File: config.mk
export PLATFORM = sky130hd
export DESIGN_NAME = rcs_supervisor
export DESIGN_NICKNAME = d
export VERILOG_FILES = /design/src/rtl/rcs_pkg.sv /design/src/rtl/rcs_timer.sv /design/src/rtl/rcs_supervisor.sv
export SDC_FILE = /design/constraint.sdc
export NUM_CORES = 1
export LEC_CHECK = 0
export ABC_AREA = 1
export BUFFER_PORTS_ARGS = -buffer_cell sky130_fd_sc_hd__buf_2
export CAP_MARGIN = 20
export CORE_ASPECT_RATIO = 0.5
export CORE_MARGIN = 5
export CORE_UTILIZATION = 50
export DETAILED_ROUTE_END_ITERATION = 10
export PLACE_DENSITY = 0.71
export RECOVER_POWER = 25
export SLEW_MARGIN = 20
export SYNTH_ARGS = -nofsm -noshare
export SYNTH_HDL_FRONTEND = slang
export SYNTH_HIERARCHICAL = 1
export SYNTH_SLANG_ARGS = --single-unit
File: constraint.sdc
create_clock -name clk_sys -period 5.84 [get_ports clk_sys]
set_input_delay 1.168 -clock clk_sys [delete_from_list [all_inputs] [get_ports clk_sys]]
set_output_delay 1.168 -clock clk_sys [all_outputs]
set_load 0.005 [all_outputs]
File: src/rtl/rcs_pkg.sv
package rcs_pkg;
	localparam int CLK_NS = 8;
	localparam int TICK_MS = 5;
	localparam int TICK_NS = 5_000_000;
	localparam int TICK_CYC = TICK_NS / CLK_NS;
	localparam int RECL_DEF_MS = 10_000;
	localparam int TW = 19;
	localparam int NOBJ = 5;
	localparam int NGRP = 4;
	localparam logic [TW-1:0] RECL_RST = TW'(RECL_DEF_MS / TICK_MS);
	localparam logic [TW-1:0] LOCK_RST = 19'h0_0000;
	// register byte offsets
	localparam logic [11:0] A_CTRL = 12'h000;
	localparam logic [11:0] A_STAT = 12'h004;
	localparam logic [11:0] A_TIMER = 12'h008;
	localparam logic [11:0] A_CMD = 12'h00C;
	localparam logic [11:0] A_GRP_BASE = 12'h020;
	localparam logic [11:0] A_GRP_STRIDE = 12'h010;
	localparam logic [3:0] A_GRP_CFG = 4'h0;
	localparam logic [3:0] A_GRP_LOCK = 4'h4;
	localparam logic [3:0] A_GRP_RECL = 4'h8;
	// field positions
	localparam int CTRL_FEN = 0;
	localparam int CTRL_EXS = 1;
	localparam int CMD_RST = 0;
	localparam int CFG_TGT = 0;
	localparam int CFG_GEN = 3;
	localparam int CFG_CLR = 4;
	localparam int CFG_GRC = 5;
	localparam int TMR_KIND = 24;
	localparam logic [2:0] TGT_RST = 3'h0;
	typedef enum logic [1:0] {ST_READY, ST_LOCKDLY, ST_LOCKED} rcs_state_e;
	typedef enum logic [2:0] {K_NONE, K_LOCKOUT, K_RECLAIM, K_START,
		K_DEAD, K_DISCR, K_SHOTRECL} rcs_kind_e;
	typedef struct packed {
		logic [2:0] tgt;
		logic grpEn;
		logic closeClr;
		logic genRecl;
		logic [TW-1:0] lockT;
		logic [TW-1:0] reclT;
	} rcs_grp_s;
	localparam rcs_grp_s GRP_RST = '{TGT_RST, 1'b0, 1'b0, 1'b0,
		LOCK_RST, RECL_RST};
endpackage

File: src/rtl/rcs_timer.sv
module rcs_timer #(
	parameter int W = 19
) (
	// clock and reset
	input wire logic clk_sys,
	input wire logic rstn,
	// control
	input wire logic tick,
	input wire logic start,
	input wire logic stop,
	input wire logic [W-1:0] load,
	// state
	output logic [W-1:0] remain,
	output logic running,
	output logic expire
);
	logic [W-1:0] remNext;
	logic runNext;
	logic expNext;

	always_comb begin
		remNext = remain;
		runNext = running;
		expNext = 1'b0;
		if (stop) begin
			remNext = '0;
			runNext = 1'b0;
		end else if (start) begin
			remNext = load;
			runNext = (load != '0);
			expNext = (load == '0);
		end else if (running && tick) begin
			if (remain <= W'(1)) begin
				remNext = '0;
				runNext = 1'b0;
				expNext = 1'b1;
			end else begin
				remNext = remain - W'(1);
			end
		end
	end

	always_ff @(posedge clk_sys) begin
		if (!rstn) begin
			remain <= '0;
			running <= 1'b0;
			expire <= 1'b0;
		end else begin
			remain <= remNext;
			running <= runNext;
			expire <= expNext;
		end
	end
endmodule

File: src/rtl/rcs_supervisor.sv
module rcs_supervisor #(
	parameter int TICK_CYCLES = rcs_pkg::TICK_CYC,
	parameter int NGRP = rcs_pkg::NGRP
) (
	// clock and reset
	input wire logic clk_sys,
	input wire logic rstn,
	// apb slave
	input wire logic [11:0] paddr,
	input wire logic psel,
	input wire logic penable,
	input wire logic pwrite,
	input wire logic [31:0] pwdata,
	output logic [31:0] prdata,
	output logic pready,
	output logic pslverr,
	// pins from the field
	input wire logic [4:0] protReq,
	input wire logic extEnableInput,
	input wire logic [$clog2(NGRP)-1:0] activeGroup,
	input wire logic [4:0] objClosed,
	input wire logic [4:0] objStatusOk,
	input wire logic [4:0] closeCmdIn,
	// shot sequencer, same clock
	input wire logic seqRunning,
	input wire logic [4:0] seqShot,
	input wire rcs_pkg::rcs_kind_e seqKind,
	input wire logic [rcs_pkg::TW-1:0] seqRemain,
	input wire logic seqSuccess,
	input wire logic seqFinalTrip,
	input wire logic objError,
	// outputs
	output logic [4:0] openCmd,
	output logic readyIndication,
	output logic lockedIndication
);
	localparam int GW = $clog2(NGRP);
	localparam int TW = rcs_pkg::TW;
	localparam int SW = 21 + GW;

	// two-flop synchroniser for every pin input
	logic [SW-1:0] syncA_reg, syncB_reg, pinPrev_reg;
	logic [4:0] reqS, closedS, okS, closeS, reqPrev, closePrev;
	logic extEnS;
	logic [GW-1:0] grpS;

	always_ff @(posedge clk_sys) begin
		if (!rstn) begin
			syncA_reg <= '0;
			syncB_reg <= '0;
			pinPrev_reg <= '0;
		end else begin
			syncA_reg <= {protReq, extEnableInput, activeGroup, objClosed,
				objStatusOk, closeCmdIn};
			syncB_reg <= syncA_reg;
			pinPrev_reg <= syncB_reg;
		end
	end
	assign {reqS, extEnS, grpS, closedS, okS, closeS} = syncB_reg;
	assign reqPrev = pinPrev_reg[SW-1 -: 5];
	assign closePrev = pinPrev_reg[4:0];

	// 5 ms tick from a cycle divider
	logic [31:0] divCnt_reg, divCnt_next;
	logic tick_reg, tick_next;

	always_comb begin
		tick_next = (divCnt_reg == 32'(TICK_CYCLES - 1));
		divCnt_next = tick_next ? 32'h0000_0000 : divCnt_reg + 32'h0000_0001;
	end

	always_ff @(posedge clk_sys) begin
		if (!rstn) begin
			divCnt_reg <= 32'h0000_0000;
			tick_reg <= 1'b0;
		end else begin
			divCnt_reg <= divCnt_next;
			tick_reg <= tick_next;
		end
	end

	// settings: global control and one record per group
	logic fen_reg, fen_next, exSel_reg, exSel_next;
	rcs_pkg::rcs_grp_s grp_reg [NGRP];
	rcs_pkg::rcs_grp_s grp_next [NGRP];
	rcs_pkg::rcs_grp_s act;

	// apb decode
	logic [11:0] grpOff;
	logic [GW-1:0] grpIdx;
	logic inGrp, mapped, setup, doWrite, userRst;
	logic [31:0] rdMux, statWord, timerWord;

	assign grpOff = paddr - rcs_pkg::A_GRP_BASE;
	assign grpIdx = grpOff[4 +: GW];
	assign inGrp = (paddr >= rcs_pkg::A_GRP_BASE)
		&& (grpOff < 12'(NGRP * 16))
		&& (grpOff[3:0] == rcs_pkg::A_GRP_CFG
		|| grpOff[3:0] == rcs_pkg::A_GRP_LOCK
		|| grpOff[3:0] == rcs_pkg::A_GRP_RECL);
	assign mapped = inGrp || paddr == rcs_pkg::A_CTRL
		|| paddr == rcs_pkg::A_STAT || paddr == rcs_pkg::A_TIMER
		|| paddr == rcs_pkg::A_CMD;
	assign setup = psel && !penable;
	assign doWrite = psel && penable && pready && pwrite && mapped;
	assign userRst = doWrite && paddr == rcs_pkg::A_CMD
		&& pwdata[rcs_pkg::CMD_RST];

	// active group drives everything live
	assign act = grp_reg[grpS];

	always_comb begin
		fen_next = fen_reg;
		exSel_next = exSel_reg;
		for (int g = 0; g < NGRP; g++) begin
			grp_next[g] = grp_reg[g];
		end
		if (doWrite && paddr == rcs_pkg::A_CTRL) begin
			fen_next = pwdata[rcs_pkg::CTRL_FEN];
			exSel_next = pwdata[rcs_pkg::CTRL_EXS];
		end
		if (doWrite && inGrp) begin
			case (grpOff[3:0])
				rcs_pkg::A_GRP_CFG: begin
					// out-of-range target reads back as the first object
					grp_next[grpIdx].tgt = (pwdata[2:0] > 3'h4) ? 3'h0
						: pwdata[2:0];
					grp_next[grpIdx].grpEn = pwdata[rcs_pkg::CFG_GEN];
					grp_next[grpIdx].closeClr = pwdata[rcs_pkg::CFG_CLR];
					grp_next[grpIdx].genRecl = pwdata[rcs_pkg::CFG_GRC];
				end
				rcs_pkg::A_GRP_LOCK: grp_next[grpIdx].lockT = pwdata[TW-1:0];
				rcs_pkg::A_GRP_RECL: grp_next[grpIdx].reclT = pwdata[TW-1:0];
				default: ;
			endcase
		end
	end

	always_ff @(posedge clk_sys) begin
		if (!rstn) begin
			fen_reg <= 1'b0;
			exSel_reg <= 1'b0;
			for (int g = 0; g < NGRP; g++) begin
				grp_reg[g] <= rcs_pkg::GRP_RST;
			end
		end else begin
			fen_reg <= fen_next;
			exSel_reg <= exSel_next;
			for (int g = 0; g < NGRP; g++) begin
				grp_reg[g] <= grp_next[g];
			end
		end
	end

	// supervisor
	rcs_pkg::rcs_state_e state_reg, state_next;
	logic [4:0] tgtHot, openCmd_next;
	logic inUse, newReq, manClose, inhibit, lockStart, lockStop;
	logic reclStart, stopAll, lockRun, lockExp, reclRun;
	logic [TW-1:0] lockRem, reclRem;
	logic ready_next, locked_next;

	assign tgtHot = 5'h01 << act.tgt;
	assign inUse = fen_reg && act.grpEn
		&& (!exSel_reg || extEnS);
	assign newReq = |(reqS & ~reqPrev);
	assign manClose = |(closeS & ~closePrev & tgtHot);
	// every inhibit cause but the state is a live term, so ready comes back on its own in ST_READY
	assign inhibit = !inUse || !(|(okS & tgtHot)) || reclRun
		|| state_reg != rcs_pkg::ST_READY;

	always_comb begin
		state_next = state_reg;
		openCmd_next = 5'h00;
		lockStart = 1'b0;
		reclStart = 1'b0;
		stopAll = 1'b0;
		if (!fen_reg) begin
			stopAll = 1'b1;
			state_next = rcs_pkg::ST_READY;
		end else begin
			if (manClose) begin
				reclStart = 1'b1;
			end
			case (state_reg)
				rcs_pkg::ST_READY: begin
					if (seqSuccess) begin
						reclStart = reclStart || act.genRecl;
						if (act.lockT != '0) begin
							lockStart = 1'b1;
							state_next = rcs_pkg::ST_LOCKDLY;
						end
					end
				end
				rcs_pkg::ST_LOCKDLY: begin
					if (newReq) begin
						openCmd_next = tgtHot;
						state_next = rcs_pkg::ST_LOCKED;
					end else if (lockExp) begin
						state_next = rcs_pkg::ST_READY;
					end
				end
				rcs_pkg::ST_LOCKED: begin
					if (userRst || (act.closeClr && manClose)) begin
						state_next = rcs_pkg::ST_READY;
					end
				end
				default: state_next = rcs_pkg::ST_READY;
			endcase
			if (newReq && reclRun) begin
				state_next = rcs_pkg::ST_LOCKED;
			end
			// lock events beat a reset arriving in the same cycle
			if (seqFinalTrip || objError) begin
				state_next = rcs_pkg::ST_LOCKED;
			end
		end
		// held stopped outside the delay, so a start beaten by a lock dies
		lockStop = stopAll || state_next != rcs_pkg::ST_LOCKDLY;
		ready_next = fen_reg && !inhibit && !reclStart
			&& state_next == rcs_pkg::ST_READY;
		locked_next = state_next == rcs_pkg::ST_LOCKED;
	end

	always_ff @(posedge clk_sys) begin
		if (!rstn) begin
			state_reg <= rcs_pkg::ST_READY;
			openCmd <= 5'h00;
			readyIndication <= 1'b0;
			lockedIndication <= 1'b0;
		end else begin
			state_reg <= state_next;
			openCmd <= openCmd_next;
			readyIndication <= ready_next;
			lockedIndication <= locked_next;
		end
	end

	rcs_timer #(.W(TW)) uLock (
		.clk_sys(clk_sys),
		.rstn(rstn),
		.tick(tick_reg),
		.start(lockStart),
		.stop(lockStop),
		.load(act.lockT),
		.remain(lockRem),
		.running(lockRun),
		.expire(lockExp)
	);

	rcs_timer #(.W(TW)) uRecl (
		.clk_sys(clk_sys),
		.rstn(rstn),
		.tick(tick_reg),
		.start(reclStart),
		.stop(stopAll),
		.load(act.reclT),
		.remain(reclRem),
		.running(reclRun),
		.expire()
	);

	// status and countdown words
	always_comb begin
		statWord = 32'h0000_0000;
		statWord[0] = inhibit;
		statWord[1] = readyIndication;
		statWord[2] = lockedIndication;
		statWord[3] = seqRunning;
		statWord[4] = !seqRunning;
		statWord[5] = lockRun;
		statWord[6] = reclRun;
		statWord[7] = seqKind == rcs_pkg::K_START;
		statWord[8] = seqKind == rcs_pkg::K_DISCR;
		statWord[13:9] = reqS;
		statWord[18:14] = seqShot;
		timerWord = 32'h0000_0000;
		if (lockRun) begin
			timerWord[TW-1:0] = lockRem;
			timerWord[rcs_pkg::TMR_KIND +: 3] = rcs_pkg::K_LOCKOUT;
		end else if (reclRun) begin
			timerWord[TW-1:0] = reclRem;
			timerWord[rcs_pkg::TMR_KIND +: 3] = rcs_pkg::K_RECLAIM;
		end else if (seqRunning) begin
			timerWord[TW-1:0] = seqRemain;
			timerWord[rcs_pkg::TMR_KIND +: 3] = seqKind;
		end
		rdMux = 32'h0000_0000;
		if (inGrp) begin
			case (grpOff[3:0])
				rcs_pkg::A_GRP_CFG: rdMux[5:0] = {grp_reg[grpIdx].genRecl,
					grp_reg[grpIdx].closeClr, grp_reg[grpIdx].grpEn,
					grp_reg[grpIdx].tgt};
				rcs_pkg::A_GRP_LOCK: rdMux[TW-1:0] = grp_reg[grpIdx].lockT;
				rcs_pkg::A_GRP_RECL: rdMux[TW-1:0] = grp_reg[grpIdx].reclT;
				default: ;
			endcase
		end else if (paddr == rcs_pkg::A_CTRL) begin
			rdMux[1:0] = {exSel_reg, fen_reg};
		end else if (paddr == rcs_pkg::A_STAT) begin
			rdMux = statWord;
		end else if (paddr == rcs_pkg::A_TIMER) begin
			rdMux = timerWord;
		end
	end

	// answer is ready in the first access cycle, no wait states
	always_ff @(posedge clk_sys) begin
		if (!rstn) begin
			prdata <= 32'h0000_0000;
			pready <= 1'b0;
			pslverr <= 1'b0;
		end else begin
			pready <= setup;
			pslverr <= setup && !mapped;
			if (setup && !pwrite) begin
				prdata <= rdMux;
			end
		end
	end
endmodule

==> results.ini <==
[critical_path]
startpoint_type = input pin
required_ns = 6.14
r2r-end = uLock/remain[0]
crit_buf_inv = 3
r2r-start = syncB_reg[16]
cpPeakStageDelay_ns = 2.39
crit_top_cell = clkbuf_1
cp.arrival_ns = 4.68
end_kind = flop
crit_chain = clkbuf_1 -> clkinv_1 -> clkbuf_1 -> nor3_1
rr_worst_depth = 17
cp_max_fo = 59
path_class = in -> reg
crit_family = buffers and inverters
r2r_slack_ns = 1.61
cpMaxStageDelayCell = clkbuf_1

[power]
switchingPower_mw = 1.18
p_leak_nw = 7.91
intPower_mw = 3.52
clkPwrFrac_pct = 44.8
p_comb_share_pct = 6.5
swShare_pct = 25.1
power_density_nw_per_um2 = 247
ir_drop_v = 0.000221
p_total_mw = 4.70
power.share.sequential_pct = 48.6

[final_layout]
final_area_um2 = 19000
fillers = 3288
seqCellArea_um2 = 6630
utilization_pct = 55.5
multiInputGateArea_um2 = 8580
area_delta_synth_final_pct = 10.0
layout-drive-gt1-share_pct = 11.1
antenna_cells = 0
most-common-layout-cells = inv_1 (370), nand2_1 (349), dfxtp_1 (330)
fin_nets = 2616
layout_commonest_cell = inv_1

[status]
violations = max-capacitance violations, max-slew violations
status = complete, but fails checks

[synthesis]
syn_inst = 2474
syn_area_per_cell_um2 = 6.99
syn_area_um2 = 17300
yosysWarnings = 6

[timing]
final.setup.tns_ns = 0
rsz0062_at_grt = false
finalHoldViolations = 0
worstMarginPinSlew_ns = 3.39
fmax_mhz = 228
setup_viol = 0
skew_ns = 0.0220
whs_ns = 0.412
drv_slew = 194
max_slew_margin_pct = -126
finalCriticalPeriod_ns = 4.38
min_period_over_period_pct = 75.0

[drt]
wl_per_cell_um = 18.4
routed_wl_mm = 55.5
antenna_left = 0
firstDrtPassIters = 6
vias_per_cell = 5.74
route.detailed.drc = 0
drt-initial-drc-count = 1941
vias = 17300

[floorplan]
row_count = 48
initial_core_util_pct = 50.5
die_x_um = 273
dieArea_um2 = 38700
die_y_um = 142
io_pins = 144
coreArea_um2 = 34300

[placement]
place_area_um2 = 18000
numPortBuffers = 115
globalplace.congestion = 0.969
dp_hpwl_mm = 38.1

[clock_network]
path_clk_slew_ns = 0.07
cts_resized = 0
holdBufCountCts = 0
htree_levels = 1
root_buffer = clkbuf_16
post_cts_buffers = 0
cts_buffers = 31
clk_latency_ns = 0.58
clockBufferDepth = 3
cts_sinks = 331
cts_tree = built

[global_route]
grt_first_pass_wirelength_mm = 86.3
antenna_found_initial = 0
first_global_vias = 15600
grt.total_usage_pct = 27.6
gr-total-overflow = 0
grt_max_degree = 87

[job]
maxCapViolations = 3

[hold_path]
min_to = syncB_reg[3]
min_path_cells = 2
hp-start = syncA_reg[3]
hold_path_class = reg -> reg

through the flow:
| step | setup WS (ns) | cells |
|---|---|---|
| 2_1_floorplan | 2.95 | 2483 |
| 3_3_place_gp | 1.55 | 2949 |
| 3_5_place_dp | 1.47 | 2949 |
| 4_1_cts | 1.76 | 3006 |
| 5_1_grt | 1.08 | 3006 |
| 6_report | 1.46 | 3006 |
worst register-to-register path: stages, from the launching register on:
cell	delay, ns
dfxtp_1	0.31
buf_4	0.38
inv_2	0.38
buf_4	0.40
a21oi_1	0.15
o21ai_0	0.11
nand2_1	0.10
inv_1	0.10
nor4_1	0.35
nand3_1	0.22
nand2_1	0.13
nor2_1	0.10
inv_1	0.61
nand2_1	0.12
buf_4	0.29
o21ai_0	0.21
inv_1	0.06
a21oi_1	0.13
layout make-up:
type / instances / area share, %
clock buffers: 36 / 4.38
clock inverters: 21 / 1.12
inverters: 384 / 7.57
multi-input cells: 1616 / 45.0
flip-flops and latches: 331 / 34.8
well taps: 475 / 3.12
repair buffers: 143 / 3.94
per-layer routing:
metal | vias to the layer above | share of wire [%] | routed length (um) | track usage [%]
met5 | - | 0 | 0 | 0
met1 | 8004 | 44 | 24500 | 39.6
met4 | 0 | 3.6 | 2000 | 9.23
li1 | 8357 | - | - | -
met2 | 791 | 43 | 23800 | 42.6
met3 | 114 | 9.3 | 5170 | 4.53
how the worst max path moves through the flow:
stage / from / to / slack [ns] / depth (start not counted)
floorplan: paddr[5] / flop / 2.95 / 12
global placement: paddr[0] / flop / 1.55 / 13
detailed placement: paddr[0] / flop / 1.47 / 13
CTS: syncB_reg[16] / uLock/remain[18] / 1.76 / 17
global route: rstn / flop / 1.08 / 4
finish: rstn / pslverr / 1.46 / 4
power by group through the flow:
stage / Sequential (mW) / Clock [mW] / Combinational (mW)
after floorplan: 2.34 / 0 / 0.176
after global placement: 2.34 / 0 / 0.296
after detailed placement: 2.34 / 0 / 0.298
after CTS: 2.29 / 2.13 / 0.300
after global routing: 2.29 / 2.24 / 0.331
final: 2.29 / 2.11 / 0.308
Note: power is estimated with default switching activity, not from simulation.
